**config.mk**
```make
export PLATFORM = sky130hd
export DESIGN_NAME = ccsc_cache_unit_config
export DESIGN_NICKNAME = d
export VERILOG_FILES = /design/src/design/ccsc_cache_unit_config.v /design/src/design/ccsc_boot_loader.v
export VERILOG_INCLUDE_DIRS = /design/src /design/src/shared
export SDC_FILE = /design/constraint.sdc
export NUM_CORES = 1
export LEC_CHECK = 0
export BUFFER_PORTS_ARGS = -buffer_cell sky130_fd_sc_hd__buf_2
export CELL_PAD_IN_SITES_DETAIL_PLACEMENT = 0
export CELL_PAD_IN_SITES_GLOBAL_PLACEMENT = 2
export CORE_MARGIN = 4
export CORE_UTILIZATION = 39
export CTS_CLUSTER_SIZE = 28
export DETAILED_ROUTE_END_ITERATION = 8
export GPL_ROUTABILITY_DRIVEN = 0
export PLACE_DENSITY_LB_ADDON = 0.1
export SLEW_MARGIN = 0
export SYNTH_ARGS = -nofsm -noshare
export SYNTH_HDL_FRONTEND = slang
export SYNTH_SLANG_ARGS = --single-unit
```
**constraint.sdc**
```tcl
create_clock -name clock -period 1.7 [get_ports clock]
set_clock_uncertainty 0.15 [all_clocks]
set_input_delay 0.085 -clock clock [delete_from_list [all_inputs] [get_ports clock]]
set_output_delay 0.085 -clock clock [all_outputs]
set_load 0.02 [all_outputs]
```
**src/shared/ccsc_consts.vh**
```
`ifndef CCSC_CONSTS_VH
`define CCSC_CONSTS_VH
// ---------------------------------------------
// chain sizes
// ---------------------------------------------
`define CCSC_GROUP_W        6
`define CCSC_BOOT_LEN       367
`define CCSC_RUN_LEN        36
`define CCSC_ERR_LEN        60
`define CCSC_BOOT_CNT_W     9
// ---------------------------------------------
// boot chain field positions (lsb index, chain order)
// ---------------------------------------------
`define CCSC_F_WIDE_IO      0
`define CCSC_F_FILL0        1
`define CCSC_F_FILL1        2
`define CCSC_F_VIC_THR      3
`define CCSC_F_CLEAN0       11
`define CCSC_F_BUS_W        12
`define CCSC_F_BUS_FMT      14
`define CCSC_F_CLK_MUL      15
`define CCSC_F_DUP_DIR      19
`define CCSC_F_PRB_ONLY     20
`define CCSC_F_FAST_DIS     21
`define CCSC_F_RD_EVICT     22
`define CCSC_F_CLEAN1       23
`define CCSC_F_ACK_HOLD     24
`define CCSC_F_BARRIER      25
`define CCSC_F_ACK_LIM      26
`define CCSC_F_EVICT_LIM    31
`define CCSC_F_CLEAN2       34
`define CCSC_F_WW_GAP       35
`define CCSC_F_RW_GAP       36
`define CCSC_F_RR_GAP       42
`define CCSC_F_BANK_EN      43
`define CCSC_F_WR_GAP       44
`define CCSC_F_END          48
`endif

```
**src/design/ccsc_cache_unit_config.v**
```verilog
`timescale 1ns/1ps
`include "ccsc_consts.vh"
// Functional notes
// - write to data port stages six bits
// - staged bits enter chain at retire
// - read of data port returns shifted bits
// - trigger bit zero loads data port
// - multibit fields sit lsb first
// - boot chain field order fixed
// - first bit enables wide io mode
// - victim threshold passed raw, eight bits wide
// - clean victims sent only when enabled
// - duplicate directory and probe-only enables
// - fast move disabled by bit
// - read-with-evict mode enable bit
// - ack hold stops counter increment
// - barrier commands only when enabled
// - five-bit ack limit, three-bit evict limit
// - four turnaround gap fields
// - board cache bank enable bit
// - bus width two bits, format bit
// - boot loads 367 bits lsb first
// - 36-bit runtime chain, six per write
// - trigger removes six error bits
module ccsc_cache_unit_config #(
    parameter GW   = `CCSC_GROUP_W,
    parameter RLEN = `CCSC_RUN_LEN,
    parameter ELEN = `CCSC_ERR_LEN
) (
    input  wire             clock,
    input  wire             resetn,
    // privileged register port
    input  wire             port_write,
    input  wire [63:0]      port_wdata,
    input  wire             port_write_retire,
    input  wire             trigger_write,
    input  wire [63:0]      trigger_wdata,
    input  wire             port_read,
    output wire [63:0]      port_rdata,
    // error capture chain load
    input  wire             err_load,
    input  wire [ELEN-1:0]  err_value,
    // boot serial rom
    input  wire             boot_start,
    input  wire             boot_rom_bit,
    output wire             boot_rom_req,
    output wire             boot_done,
    // decoded configuration
    output wire [RLEN-1:0]  runtime_chain,
    output wire             wide_io_enable,
    output wire             offset_fill_flag,
    output wire [7:0]       victim_stream_threshold,
    output wire             clean_evict_enable,
    output wire [1:0]       system_bus_width,
    output wire             system_bus_layout,
    output wire [3:0]       system_clock_multiplier,
    output wire             clock_multiplier_valid,
    output wire             duplicate_directory_enable,
    output wire             probe_directory_only,
    output wire             fast_move_enable,
    output wire             read_with_evict_mode,
    output wire             evict_read_ack_hold,
    output wire             barrier_command_enable,
    output wire [4:0]       ack_limit,
    output wire [2:0]       evict_count_limit,
    output wire             write_write_gap,
    output wire [5:0]       read_write_gap,
    output wire             read_read_gap,
    output wire             board_cache_bank_enable,
    output wire [3:0]       write_read_gap,
    // use gates for the rest of the cache unit
    input  wire             clean_victim_req,
    output wire             clean_victim_send,
    input  wire             barrier_req,
    output wire             barrier_send,
    input  wire             read_evict_cmd,
    output wire             ack_count_inc,
    output wire             duplicate_mismatch
);
    // ---------------------------------------------
    // data port, staging and chains
    // ---------------------------------------------
    reg [GW-1:0]    data_port;
    reg [GW-1:0]    staging;
    reg             staged;
    reg [RLEN-1:0]  run_chain;
    reg [ELEN-1:0]  err_chain;
    wire [`CCSC_BOOT_LEN-1:0] boot;

    always @(posedge clock or negedge resetn) begin
        if (!resetn) begin
            data_port <= 6'h00;
            staging   <= 6'h00;
            staged    <= 1'b0;
            run_chain <= {RLEN{1'b0}};
            err_chain <= {ELEN{1'b0}};
        end else begin
            if (port_write) begin
                data_port <= port_wdata[GW-1:0];
                staging   <= port_wdata[GW-1:0];
                staged    <= 1'b1;
            end else if (trigger_write && trigger_wdata[0]) begin
                data_port <= err_chain[GW-1:0];
            end
            // retire of a write in the same cycle as a new one uses the new bits
            if (port_write_retire && (staged || port_write)) begin
                run_chain <= {(port_write ? port_wdata[GW-1:0] : staging),
                              run_chain[RLEN-1:GW]};
                staged    <= 1'b0;
            end
            if (err_load) begin
                err_chain <= err_value;
            end else if (trigger_write && trigger_wdata[0]) begin
                err_chain <= {{GW{1'b0}}, err_chain[ELEN-1:GW]};
            end
        end
    end

    assign port_rdata = port_read ? {58'h0, data_port} : 64'h0;
    assign runtime_chain = run_chain;

    // ---------------------------------------------
    // boot chain and field decode
    // ---------------------------------------------
    ccsc_boot_loader #(.LEN(`CCSC_BOOT_LEN)) i_ccsc_boot_loader (
        .clock   (clock),
        .resetn  (resetn),
        .start   (boot_start),
        .rom_bit (boot_rom_bit),
        .rom_req (boot_rom_req),
        .chain   (boot),
        .done    (boot_done)
    );

    // chain starts at lsb; a field's lsb is its lowest chain index
    assign wide_io_enable             = boot[`CCSC_F_WIDE_IO];
    assign offset_fill_flag           = boot[`CCSC_F_FILL0];
    assign victim_stream_threshold    = boot[`CCSC_F_VIC_THR +: 8];
    assign clean_evict_enable         = boot[`CCSC_F_CLEAN0];
    assign system_bus_width           = boot[`CCSC_F_BUS_W +: 2];
    assign system_bus_layout          = boot[`CCSC_F_BUS_FMT];
    assign system_clock_multiplier    = boot[`CCSC_F_CLK_MUL +: 4];
    assign duplicate_directory_enable = boot[`CCSC_F_DUP_DIR];
    assign probe_directory_only       = boot[`CCSC_F_PRB_ONLY];
    assign fast_move_enable           = ~boot[`CCSC_F_FAST_DIS];
    assign read_with_evict_mode       = boot[`CCSC_F_RD_EVICT];
    assign evict_read_ack_hold        = boot[`CCSC_F_ACK_HOLD];
    assign barrier_command_enable     = boot[`CCSC_F_BARRIER];
    assign ack_limit                  = boot[`CCSC_F_ACK_LIM +: 5];
    assign evict_count_limit          = boot[`CCSC_F_EVICT_LIM +: 3];
    assign write_write_gap            = boot[`CCSC_F_WW_GAP];
    assign read_write_gap             = boot[`CCSC_F_RW_GAP +: 6];
    assign read_read_gap              = boot[`CCSC_F_RR_GAP];
    assign board_cache_bank_enable    = boot[`CCSC_F_BANK_EN];
    assign write_read_gap             = boot[`CCSC_F_WR_GAP +: 4];

    // only the four one-hot codes are legal multipliers
    function onehot4;
        input [3:0] v;
        begin
            onehot4 = (v == 4'h1) || (v == 4'h2) || (v == 4'h4) || (v == 4'h8);
        end
    endfunction
    assign clock_multiplier_valid = onehot4(system_clock_multiplier);

    // ---------------------------------------------
    // gates driven by the configuration
    // ---------------------------------------------
    assign clean_victim_send = clean_victim_req & clean_evict_enable;
    assign barrier_send      = barrier_req & barrier_command_enable;
    assign ack_count_inc     = read_evict_cmd & ~evict_read_ack_hold;
    // flags a software slip; duplicates must match originals
    assign duplicate_mismatch = boot_done &
        ((boot[`CCSC_F_FILL1] != boot[`CCSC_F_FILL0]) |
         (boot[`CCSC_F_CLEAN1] != boot[`CCSC_F_CLEAN0]) |
         (boot[`CCSC_F_CLEAN2] != boot[`CCSC_F_CLEAN0]));
endmodule // ccsc_cache_unit_config

```
**src/design/ccsc_boot_loader.v**
```verilog
`timescale 1ns/1ps
`include "ccsc_consts.vh"
module ccsc_boot_loader #(
    parameter LEN = `CCSC_BOOT_LEN
) (
    input  wire             clock,
    input  wire             resetn,
    input  wire             start,
    input  wire             rom_bit,
    output wire             rom_req,
    output reg  [LEN-1:0]   chain,
    output reg              done
);
    // ---------------------------------------------
    // serial boot load, lsb arrives first
    // ---------------------------------------------
    reg [`CCSC_BOOT_CNT_W-1:0] count;
    reg                        busy;
    assign rom_req = busy;
    always @(posedge clock or negedge resetn) begin
        if (!resetn) begin
            chain <= {LEN{1'b0}};
            count <= 9'h000;
            busy  <= 1'b0;
            done  <= 1'b0;
        end else if (start && !busy && !done) begin
            busy  <= 1'b1;
            count <= 9'h000;
        end else if (busy) begin
            // shift toward lsb so first bit ends at index zero; overflow bits drop off
            chain <= {rom_bit, chain[LEN-1:1]};
            if (count == LEN[8:0] - 9'h001) begin
                busy <= 1'b0;
                done <= 1'b1;
            end
            count <= count + 9'h001;
        end
    end
endmodule // ccsc_boot_loader

```
After elaboration in Yosys (flattened, before gate mapping)
Cells that the tools add are included.
{"block": "word_totals", "reg_bits": 487, "input_bits": 200}
{"block": "classes", "n_addsub": 1, "n_eq_ne": 8, "mux": 13, "bitwise_logic": 9, "n_reduce_logical": 16}
{"op": "$mux 60", "n": 2}
{"op": "$mux 6", "n": 4}
{"op": "$mux 9", "n": 2}
{"op": "$add 9x1->9 const B", "n": 1}
{"op": "$eq 9x9->1 const B", "n": 1}
{"op": "$reduce_bool 2->1", "n": 4}
{"op": "$mux 1", "n": 5}
{"op": "$and 1x1->1", "n": 4}
{"op": "$eq 4x1->1 const B", "n": 1}
{"op": "$eq 4x2->1 const B", "n": 1}
{"op": "$eq 4x3->1 const B", "n": 1}
{"op": "$eq 4x4->1 const B", "n": 1}
{"op": "$logic_and 1x1->1", "n": 4}
{"op": "$logic_or 1x1->1", "n": 4}
{"op": "$ne 1x1->1", "n": 3}
{"op": "$not 1->1", "n": 3}
{"op": "$reduce_and 3->1", "n": 1}
{"op": "$logic_not 1->1", "n": 2}
{"op": "$or 1x1->1", "n": 2}
{"op": "$reduce_and 2->1", "n": 1}

Logic depth before layout (Yosys ltp)
Gate-level depths: netlist of the first run.
{"block": "logic_depth", "depth_word": 5, "ltp_mapped": 6, "depth_no_buf": 5}

Cells and area by module
From an unflattened synthesis of the first run, not the netlist that was laid out.
{"block": "unflattened", "hier_cells": 1310, "area_unflattened_um2": 19522.5}
{"mod": "ccsc_boot_loader", "instances": 1, "cells_per_inst": 829, "area_per_inst_um2": 14177.3, "seq_area_each_um2": 9459.1}
{"mod": "ccsc_cache_unit_config", "instances": 1, "cells_per_inst": 481, "area_per_inst_um2": 5345.1, "seq_area_each_um2": 2727.6}

Worst setup path before layout of the first run
OpenSTA, ideal clock, no wires.
{"block": "synth_path", "path_kind": "reg2reg", "from": "reg i_ccsc_boot_loader.busy (netlist: i_ccsc_boot_loader.rom_req)", "to": "reg i_ccsc_boot_loader.chain[100]", "t_arrival_ns": 1.290, "required_ns": 1.425, "setup_slack_ns": 0.135, "path_stages_with_launch": 5, "path_buffers": 3, "cell_sequence": "dfrtp_1 -> buf_4 -> buf_4 -> buf_6 -> mux2_2"}
{"block": "synth_between", "elab_chain_cells": 5}
{"element": "start: declaration", "line": "ccsc_boot_loader.v:18", "text": "reg busy;"}
{"element": "start signal: assignment", "line": "ccsc_boot_loader.v:24", "text": "busy <= 1'b0;"}
{"element": "start signal: assignment", "line": "ccsc_boot_loader.v:27", "text": "busy <= 1'b1;"}
{"element": "start signal: assignment", "line": "ccsc_boot_loader.v:33", "text": "busy <= 1'b0;"}
{"element": "$logic_not 1->1", "line": "ccsc_boot_loader.v:26", "text": "end else if (start && !busy && !done) begin"}
{"element": "$logic_and 1x1->1 (2 in series)", "line": "ccsc_boot_loader.v:26"}
{"element": "$not 1->1 (no line)"}
{"element": "$reduce_and 2->1 (no line) (*)"}
{"element": "end signal: assignment", "line": "ccsc_boot_loader.v:22", "text": "chain <= {LEN{1'b0}};"}
{"element": "end signal: assignment", "line": "ccsc_boot_loader.v:31", "text": "chain <= {rom_bit, chain[LEN-1:1]};"}
{"element": "end: declaration", "line": "ccsc_boot_loader.v:11", "text": "output reg [LEN-1:0] chain,"}
Every way passes the cells marked *; elsewhere a longest branch is shown, timed or not.
A chain may end at the register's enable or synchronous reset.

Worst setup path in the final report of the first run
{"block": "layout_path", "from": "in port_write", "to": "reg data_port[4]"}
{"block": "layout_between", "elab_chain_cells": 1}
{"element": "start: declaration", "line": "ccsc_cache_unit_config.v:33", "text": "input wire port_write,"}
{"element": "$mux 6 / $reduce_bool 2->1 (equally long branches)"}
{"element": "end signal: assignment", "line": "ccsc_cache_unit_config.v:99", "text": "data_port <= port_wdata[GW-1:0];"}
{"element": "end signal: assignment", "line": "ccsc_cache_unit_config.v:103", "text": "data_port <= err_chain[GW-1:0];"}
{"element": "end: declaration", "line": "ccsc_cache_unit_config.v:83", "text": "reg [GW-1:0] data_port;"}
Several ways; a longest one is shown, not always the timed one.

==> results of run 1 <==
## flip-flops by register name, summed over array words and instances (netlist names)
register	count
data_port	6
err_chain	60
i_ccsc_boot_loader.chain	367
i_ccsc_boot_loader.count	9
i_ccsc_boot_loader.done	1
i_ccsc_boot_loader.rom_req	1
runtime_chain	36
staged	1
staging	6
## kinds of logic (layout without fill, tap and decap cells)
| family | count (synthesis) | in the layout | share of synthesized area, % |
|---|---|---|---|
| other cells | 1 | 58 | 0.0191 |
| xor+xnor | 3 | 3 | 0.134 |
| mux | 465 | 465 | 26.3 |
| compound gates | 88 | 88 | 2.38 |
| fa+ha+maj | 2 | 2 | 0.127 |
| simple gates | 109 | 109 | 2.48 |
| buf+inv | 167 | 486 | 6.53 |
| flops | 487 | 487 | 62.1 |
## worst max-delay path: stages
cell	delay [ps]
buf_2	130
buf_8	150
dlygate4sd3_1	650
nand2_1	120
dlygate4sd3_1	540
o21ai_0	70
dlygate4sd3_1	550
## power breakdown
part           internal, W  switching, W
Clock              0.00615       0.00435
Sequential          0.0123      0.000559
Combinational      0.00130       0.00148
## how the worst max path moves through the flow
stage,endpoint,slack [ps],cells past startpoint
after floorplan,i_ccsc_boot_loader.chain[100],130,4
after CTS,duplicate_mismatch,-320,4
after global placement,i_ccsc_boot_loader.count[8],100,4
final,data_port[4],-320,7
after global routing,duplicate_mismatch,-350,4
after detailed placement,i_ccsc_boot_loader.chain[309],110,3
## placed cells by master (no fill, tap or decap), types with 2 or more instances in the layout
| cell type | count |
|---|---|
| buf_8 | 2 |
| buf_12 | 31 |
| inv_1 | 10 |
| nand3_1 | 4 |
| mux2i_1 | 62 |
| dlygate4sd3_1 | 167 |
| dfrtp_1 | 485 |
| nor2_1 | 5 |
| buf_2 | 170 |
| and2_1 | 8 |
| conb_1 | 58 |
| o31ai_1 | 3 |
| o21ai_0 | 77 |
| mux2_2 | 402 |
| nand4_1 | 5 |
| xor2_1 | 3 |
| nand2_1 | 76 |
| clkbuf_1 | 13 |
| clkbuf_8 | 8 |
| a21oi_1 | 2 |
| buf_4 | 20 |
| clkbuf_16 | 53 |
| clkinv_2 | 9 |
| o211ai_1 | 3 |
| ha_1 | 2 |
## area by class of cell
cell class / count / area share (%)
Tap cell: 664 / 3.41
Clock buffer: 74 / 6.09
Sequential cell: 487 / 50.0
Clock inverter: 11 / 0.339
Inverter: 10 / 0.154
Multi-Input combinational cell: 725 / 26.3
Timing Repair Buffer: 391 / 13.7
## per-layer routing
layer  vias up  GRT usage (%)  wire (um)
li1       5160              -          -
met1      5538           18.5      16200
met2       164           21.3      16800
met3        68           2.94       1620
met4         0           4.63        930
met5         -              0          0
## repair_timing
| action | CTS | global route |
|---|---|---|
| setup buffers | 3 | 0 |
| pin swaps | 2 | 3 |
| hold buffers | 202 | 13 |
| setup endpoints to repair | 3 | 66 |
| hold endpoints to repair | 607 | 16 |
| gates resized for setup | 3 | 7 |
## metrics by stage
stage / cells / TNS, ps / area, um2 / utilization [%]
floorplan: 1379 / 0 / 19800 / -
global placement: 2106 / 0 / 21100 / 42.7
detailed placement: 2106 / 0 / 21100 / 42.7
CTS: 2396 / -1130 / 24700 / 50.0
global route: 2362 / -843 / 24400 / 49.4
finish: 2362 / -625 / 24400 / 49.4
==> results.sh, run 1 <==
export IMPL_ff2ff_path_depth=4
export IMPL_grt_pass1_wl_mm=60.1
export IMPL_holdPathStages=3
export IMPL_finalNetCount=1869
export IMPL_synth_async_sr_flop_share_pct=100
export IMPL_grt_use_total_pct=13.5
export IMPL_synth_edf_count=0
export IMPL_yosysTopAreaCellShare_pct=62.1
export IMPL_layout_setup_ws_ps=-320
export IMPL_clk_latency_ps=570
export IMPL_grt_max_degree=121
export IMPL_via_per_inst=4.63
export IMPL_cts_buffer_depth=3
export IMPL_fin_crit_ps=2020
export IMPL_drt_pass1_iterations=4
export IMPL_fillCellCount=4350
export IMPL_status="finished, violations left"
export IMPL_worst_pin_slew_ps=924
export IMPL_p_per_area_nw_per_um2=1070
export IMPL_hp_class="primary input to flop"
export IMPL_antenna_found_initial=0
export IMPL_reg2reg_from="i_ccsc_boot_loader.rom_req"
export IMPL_critPathArrivalTime_ps=2320
export IMPL_grt_overflow=0
export IMPL_cp_required_ps=2000
export IMPL_first_global_vias=11500
export IMPL_setup_worst_path_end_class="flop"
export IMPL_cts_tree="done"
export IMPL_reg2reg_slack_ps=60
export IMPL_multiInputGateArea_um2=6410
export IMPL_p_total_w=0.0262
export IMPL_io_pins=352
export IMPL_area_delta_synth_final_pct=24.1
export IMPL_yosysTopAreaCell="dfrtp_1"
export IMPL_report_final_slew_viol_count=0
export IMPL_die_area_um2=54000
export IMPL_leakage_nw=12.5
export IMPL_fmax_mhz=495
export IMPL_finalCritPeriodShare_pct=119
export IMPL_violations="negative hold slack, negative setup slack"
export IMPL_finalSetupViolCount=3
export IMPL_yosysUniqueCellTypes=31
export IMPL_critPathLaunchType="primary input"
export IMPL_ir_drop_uv=629
export IMPL_clock_sinks=487
export IMPL_ant_nets=0
export IMPL_route_detailed_wl_per_inst_um=15.0
export IMPL_drtIter0Drc=417
export IMPL_start_util_pct=39.8
export IMPL_relSlewSlack_pct=38.4
export IMPL_r2r_end="i_ccsc_boot_loader.count[7]"
export IMPL_seqCellArea_um2=12200
export IMPL_yosysWarnings=0
export IMPL_synth_most_common_cell="dfrtp_1"
export IMPL_worst_hold_slack_ps=-46.1
export IMPL_drc=0
export IMPL_clk_transition_reported_paths_ps=60
export IMPL_drive_gt1_share_pct=41.6
export IMPL_cp_max_fo=18
export IMPL_io_buffers=172
export IMPL_critPathKind="primary input to flop"
export IMPL_core_um2=49400
export IMPL_min_to="err_chain[46]"
export IMPL_rsz0062_at_grt="true"
export IMPL_cts_buffers=52
export IMPL_crit_path_start="port_write"
export IMPL_fp_row_count=81
export IMPL_detailedPlace_worstSlack_ps=111
export IMPL_synthesis_area_um2=19600
export IMPL_hold_violations=33
export IMPL_dp_hpwl_mm=22.3
export IMPL_synthFlopType="dfrtp_1"
export IMPL_synth_seq_cells=487
export IMPL_synthTopCellsByCount="dfrtp_1, mux2_2, buf_4"
export IMPL_ys_seq_area_share_pct=62.1
export IMPL_cts_root_buf="clkbuf_16"
export IMPL_ys_top_cells_by_area="dfrtp_1, mux2_2, buf_4, mux2i_1, o21ai_0"
export IMPL_die_y_um=232
export IMPL_n_antenna_cell=0
export IMPL_post_synth_cell_area_avg_um2=14.9
export IMPL_htreeDepth=2
export IMPL_drv_cap=0
export IMPL_totalWireLength_mm=35.5
export IMPL_vias=10900
export IMPL_die_x_um=232
export IMPL_synth_cells=1322
export IMPL_worstHoldStart="err_load"
(Power assumes the default switching activity.)
==> run 2, diff against run 1 <==
--- a/config.mk
+++ b/config.mk
@@ -14,7 +14,8 @@
 export CTS_CLUSTER_SIZE = 28
 export DETAILED_ROUTE_END_ITERATION = 8
 export GPL_ROUTABILITY_DRIVEN = 0
-export PLACE_DENSITY_LB_ADDON = 0.1
+export PLACE_DENSITY = 0.82
+export RECOVER_POWER = 50
 export SLEW_MARGIN = 0
 export SYNTH_ARGS = -nofsm -noshare
 export SYNTH_HDL_FRONTEND = slang
==> run 2 against run 1 <==
  * The flow still finishes with violations (negative hold slack, negative setup slack)
  * Clock-buffer cell count increased by 1
  * Non-clock buffer count increased by 15
  * Via count increased by 1.3%
  * Highest routed layer unchanged
  * Routed wire length increased by 0.68%
  * Critical path type unchanged
  * Flip-flop and latch count unchanged
  * First-iteration DRC count increased by 11%
  * Global-route usage about the same
  * Final cell count increased by 0.97%
  * Hold slack improved by 43 ps
==> results.sh, run 2 (synthesized netlist as in run 1, its figures left out) <==
export IMPL_fin_area_um2=24500
export IMPL_start_util_pct=39.8
export IMPL_first_global_vias=12000
export IMPL_finalSetupViolCount=31
export IMPL_via_per_inst=4.64
export IMPL_final_cell_mix="dfrtp_1, mux2_2, dlygate4sd3_1"
export IMPL_max_flop_register="i_ccsc_boot_loader.chain"
export IMPL_grt_overflow=0
export IMPL_crit_path_cell_trace="buf_2, dlygate4sd3_1, buf_8, nand2_1, dlygate4sd3_1, o21ai_0, dlygate4sd3_1"
export IMPL_layout_setup_ws_ps=-224
export IMPL_path_depth=7
export IMPL_cp_buffers_inverters=5
export IMPL_comb_power_share_pct=10.4
export IMPL_p_clk_share_pct=41.6
export IMPL_relSlewSlack_pct=22.2
export IMPL_drv_cap=0
export IMPL_drive_gt1_share_pct=41.2
export IMPL_area_delta_synth_final_pct=24.7
export IMPL_cts_buffer_depth=3
export IMPL_holdPathStages=5
export IMPL_finalNetCount=1884
export IMPL_grt_max_degree=121
export IMPL_critPathKind="primary input to flop"
export IMPL_grt_pass1_wl_mm=60.5
export IMPL_core_um2=49400
export IMPL_hp_class="primary input to flop"
export IMPL_die_area_um2=54000
export IMPL_clk_transition_reported_paths_ps=60
export IMPL_fin_crit_ps=1920
export IMPL_worstHoldStart="trigger_wdata[0]"
export IMPL_slowest_stage="dlygate4sd3_1"
export IMPL_route_detailed_wl_per_inst_um=15.0
export IMPL_worst_hold_slack_ps=-3.07
export IMPL_vias=11100
export IMPL_report_final_slew_viol_count=0
export IMPL_dp_hpwl_mm=21.7
export IMPL_totalWireLength_mm=35.8
export IMPL_cts_tree="done"
export IMPL_io_pins=352
export IMPL_die_x_um=232
export IMPL_clk_latency_ps=580
export IMPL_rsz0062_at_grt="true"
export IMPL_cts_buffers=52
export IMPL_leakage_nw=12.5
export IMPL_drt_pass1_iterations=4
export IMPL_reg2reg_from="i_ccsc_boot_loader.rom_req"
export IMPL_violations="negative hold slack, negative setup slack"
export IMPL_die_y_um=232
export IMPL_worst_pin_slew_ps=1170
export IMPL_cp_required_ps=2000
export IMPL_hold_violations=1
export IMPL_p_total_w=0.0268
export IMPL_drtIter0Drc=461
export IMPL_crit_path_start="port_write"
export IMPL_final_common_cell="dfrtp_1"
export IMPL_ir_drop_uv=901
export IMPL_pwr_share_seq_pct=48.1
export IMPL_finalCritPeriodShare_pct=113
export IMPL_status="finished, violations left"
export IMPL_cp_max_fo=19
export IMPL_ff2ff_path_depth=4
export IMPL_path_common_cell="dlygate4sd3_1"
export IMPL_clock_sinks=487
export IMPL_placed_cell_area_um2=21000
export IMPL_drc=0
export IMPL_cpPeakStageDelay_ps=620
export IMPL_p_per_area_nw_per_um2=1100
export IMPL_largest_reg_flops=367
export IMPL_switching_share_pct=24.5
export IMPL_p_sw_w=0.00657
export IMPL_grt_use_total_pct=13.5
export IMPL_htreeDepth=2
export IMPL_setup_worst_path_end_class="flop"
export IMPL_io_buffers=172
export IMPL_power_internal_w=0.0203
export IMPL_place_inst=2102
export IMPL_cts_root_buf="clkbuf_16"
export IMPL_critPathLaunchType="primary input"
export IMPL_critPathArrivalTime_ps=2230
export IMPL_ant_nets=0
export IMPL_path_delay_family="buffers and inverters"
export IMPL_stdcell_count=2385
export IMPL_fmax_mhz=520
export IMPL_fp_row_count=81
export IMPL_antenna_found_initial=1
[run 2: worst paths after layout]
| path | to | slack [ps] |
|---|---|---|
| max | data_port[5] | -220 |
| min | err_chain[59] | -3 |
| max reg2reg | i_ccsc_boot_loader.count[0] | -40 |
| min reg2reg | i_ccsc_boot_loader.chain[355] | 350 |
| max in group asynchronous | i_ccsc_boot_loader.chain[202] | 120 |
| min in group asynchronous | i_ccsc_boot_loader.chain[75] | 70 |
[run 2: routing by layer]
layer / GRT usage (%) / vias to the layer above / share of wire (%)
met3: 3.01 / 75 / 4.5
met5: 0 / - / 0
met2: 22.8 / 189 / 50
li1: - / 5181 / -
met4: 4.61 / 0 / 2.7
met1: 17.1 / 5631 / 43
[run 2: final cells by class]
cell class              count  area [um2]
clock buffers              75        1490
multi-input cells         725        6400
repair buffers            406        3320
clock inverters            17         209
well taps                 664         831
inverters                  10        37.5
flip-flops and latches    487       12200
fillers                  4310       24900
diodes                      1        2.50
[run 2: what timing repair did]
action                     CTS  global route
gates cloned                 2             2
gates resized for setup      5             9
hold buffers               202             3
pin swaps                    2             0
setup buffers                9             5
hold endpoints to repair   607            65
setup endpoints to repair    3           100
[run 2: worst min-delay path, cell delays in order]
cell and delay (ps):
buf_2 100, nand2_4 130, buf_12 220, nand2_1 80
o21ai_0 60
[run 2: power groups by stage]
stage | clock [W] | sequential [W] | combinational, W
6_report | 0.0111 | 0.0129 | 0.00278
4_1_cts | 0.0116 | 0.0129 | 0.00294
3_5_place_dp | 0 | 0.0131 | 0.00246
3_3_place_gp | 0 | 0.0131 | 0.00242
5_1_grt | 0.0121 | 0.0130 | 0.00308
2_1_floorplan | 0 | 0.0133 | 0.00120
[run 2: through the flow]
stage	utilization [%]	setup slack [ps]	hold slack (ps)	setup TNS, ps
global placement	42.5	148	-190	0
global route	49.6	-259	16.8	-5350
detailed placement	42.5	124	-191	0
CTS	50.4	-238	2.83	-1190
floorplan	-	135	-361	0
finish	49.6	-224	-3.07	-1190
==> run 3, diff against run 2 <==
--- a/config.mk
+++ b/config.mk
@@ -14,6 +14,7 @@
 export CTS_CLUSTER_SIZE = 28
 export DETAILED_ROUTE_END_ITERATION = 8
 export GPL_ROUTABILITY_DRIVEN = 0
+export HOLD_SLACK_MARGIN = 0.08
 export PLACE_DENSITY = 0.82
 export RECOVER_POWER = 50
 export SLEW_MARGIN = 0
==> run 3 against run 2 <==
  * The run ends with negative setup slack left
  * Critical path depth did not move
  * Combinational power rose by 1%
  * Final cell count rose by 0.21%
  * Design area rose by 0.46%
  * Largest cell class unchanged
  * Flip-flop and latch count did not move
  * First-iteration DRC count rose by 3.5%
  * Worst setup slack improved by 8.7 ps
  * Non-clock buffer count rose by 4
  * Die area did not move
==> results.sh, run 3 (synthesized netlist as in run 1, its figures left out) <==
export IMPL_status="finished, violations left"
export IMPL_violations="negative setup slack"
export IMPL_finalSetupViolCount=166
export IMPL_critPathArrivalTime_ps=2220
export IMPL_cts_buffers=52
export IMPL_critPathKind="primary input to flop"
export IMPL_start_util_pct=39.8
export IMPL_drtIter0Drc=477
export IMPL_clk_latency_ps=580
export IMPL_critPathLaunchType="primary input"
export IMPL_cts_tree="done"
export IMPL_grt_max_degree=96
export IMPL_cp_required_ps=2010
export IMPL_fin_crit_ps=1920
export IMPL_setup_worst_path_end_class="flop"
export IMPL_die_area_um2=54000
export IMPL_finalNetCount=1888
export IMPL_finalCritPeriodShare_pct=113
export IMPL_seqCellArea_um2=12200
export IMPL_fp_row_count=81
export IMPL_grt_pass1_wl_mm=61.3
export IMPL_setup_tns_ps=-14080
export IMPL_grt_use_total_pct=13.6
export IMPL_first_global_vias=12200
export IMPL_fin_area_um2=24600
export IMPL_drv_cap=0
export IMPL_worst_hold_slack_ps=64.2
export IMPL_core_um2=49400
export IMPL_p_per_area_nw_per_um2=1090
export IMPL_fmax_mhz=522
export IMPL_final_common_cell="dfrtp_1"
export IMPL_max_flop_register="i_ccsc_boot_loader.chain"
export IMPL_clock_sinks=487
export IMPL_cp_max_fo=25
export IMPL_drt_pass1_iterations=4
export IMPL_fillCellCount=4279
export IMPL_io_buffers=172
export IMPL_die_x_um=232
export IMPL_drive_gt1_share_pct=40.4
export IMPL_clk_transition_reported_paths_ps=60
export IMPL_detailedPlace_worstSlack_ps=124
export IMPL_worst_pin_slew_ps=1150
export IMPL_area_delta_synth_final_pct=25.3
export IMPL_vias=11200
export IMPL_antenna_found_initial=1
export IMPL_htreeDepth=2
export IMPL_report_final_slew_viol_count=0
export IMPL_die_y_um=232
export IMPL_largest_reg_flops=367
export IMPL_route_detailed_wl_per_inst_um=15.3
export IMPL_hold_violations=0
export IMPL_io_pins=352
export IMPL_grt_overflow=0
export IMPL_dp_hpwl_mm=21.7
export IMPL_hp_class="primary input to flop"
export IMPL_totalWireLength_mm=36.5
export IMPL_relSlewSlack_pct=23.6
export IMPL_cts_root_buf="clkbuf_16"
export IMPL_via_per_inst=4.67
export IMPL_drc=0
export IMPL_place_inst=2102
export IMPL_cts_buffer_depth=3
export IMPL_layout_setup_ws_ps=-215
export IMPL_leakage_nw=12.5
export IMPL_multiInputGateArea_um2=6390
export IMPL_stdcell_count=2390
export IMPL_final_cell_mix="dfrtp_1, mux2_2, dlygate4sd3_1"
export IMPL_ir_drop_uv=872
export IMPL_rsz0062_at_grt="true"
export IMPL_ant_nets=0
export IMPL_placed_cell_area_um2=21000
[run 3: cell types whose count changed in the layout (fill, tap and decap cells not counted), moves of 2 or more]
cell and delta:
buf_2 -16, o21ai_1 +12, buf_6 -2, o21ai_0 -11, clkbuf_16 -2, clkbuf_1 +12
clkbuf_4 -4, buf_4 +3, dlymetal6s4s_1 +4, buf_12 +10
[run 3: routing by layer]
metal / wire length, um / GRT usage, % / vias to the layer above
met3: 1620 / 3.09 / 73
met2: 18200 / 22.9 / 196
li1: - / - / 5195
met1: 15700 / 17.4 / 5690
met5: 0 / 0 / -
met4: 946 / 4.86 / 0
[run 3: power by group]
group | leakage, nW | internal, W | switching (W)
logic | 5.21 | 0.00129 | 0.00153
registers | 6.49 | 0.0123 | 0.000578
clock network | 0.832 | 0.00667 | 0.00447
total | 12.5 | 0.0203 | 0.00658
[run 3: area by class of cell]
type,instances,area share (%)
diodes,2,0.0204
clock buffers,75,6.05
clock inverters,17,0.850
inverters,10,0.153
multi-input cells,725,26.0
flip-flops and latches,487,49.6
well taps,664,3.38
repair buffers,410,14.0
[run 3: metrics by stage]
stage	power (W)	utilization (%)
6_report	0.0269	49.8
5_1_grt	0.0282	49.8
2_1_floorplan	0.0145	-
3_5_place_dp	0.0156	42.5
4_1_cts	0.0274	50.5
3_3_place_gp	0.0155	42.5
[run 3: path summary, 6_finish.rpt]
| path | start | end | slack [ps] | cells past startpoint |
|---|---|---|---|---|
| worst max register to register | staged | runtime_chain[28] | -140 | 3 |
| worst max-delay path | trigger_write | data_port[0] | -220 | 7 |
| min in group asynchronous | resetn | i_ccsc_boot_loader.chain[123] | 380 | 3 |
| worst min-delay path | trigger_wdata[0] | err_chain[16] | 60 | 5 |
| worst min register to register | i_ccsc_boot_loader.chain[356] | i_ccsc_boot_loader.chain[355] | 350 | 1 |
| max in group asynchronous | resetn | i_ccsc_boot_loader.chain[274] | 130 | 5 |
[run 3: timing repair]
item                                    CTS  global route
endpoints found under the hold margin   607            77
gates cloned                              2             2
gates resized for setup                   5            25
hold buffers                            210            10
pin swaps                                 2             0
endpoints found under the setup margin    3           120
buffers inserted                          9             5
[run 3: critical path: stages]
cell and delay, ps:
buf_2 110, nand2_4 160, dlygate4sd3_1 710, buf_12 250, mux2i_1 210, o21ai_0 100
dlygate4sd3_1 590
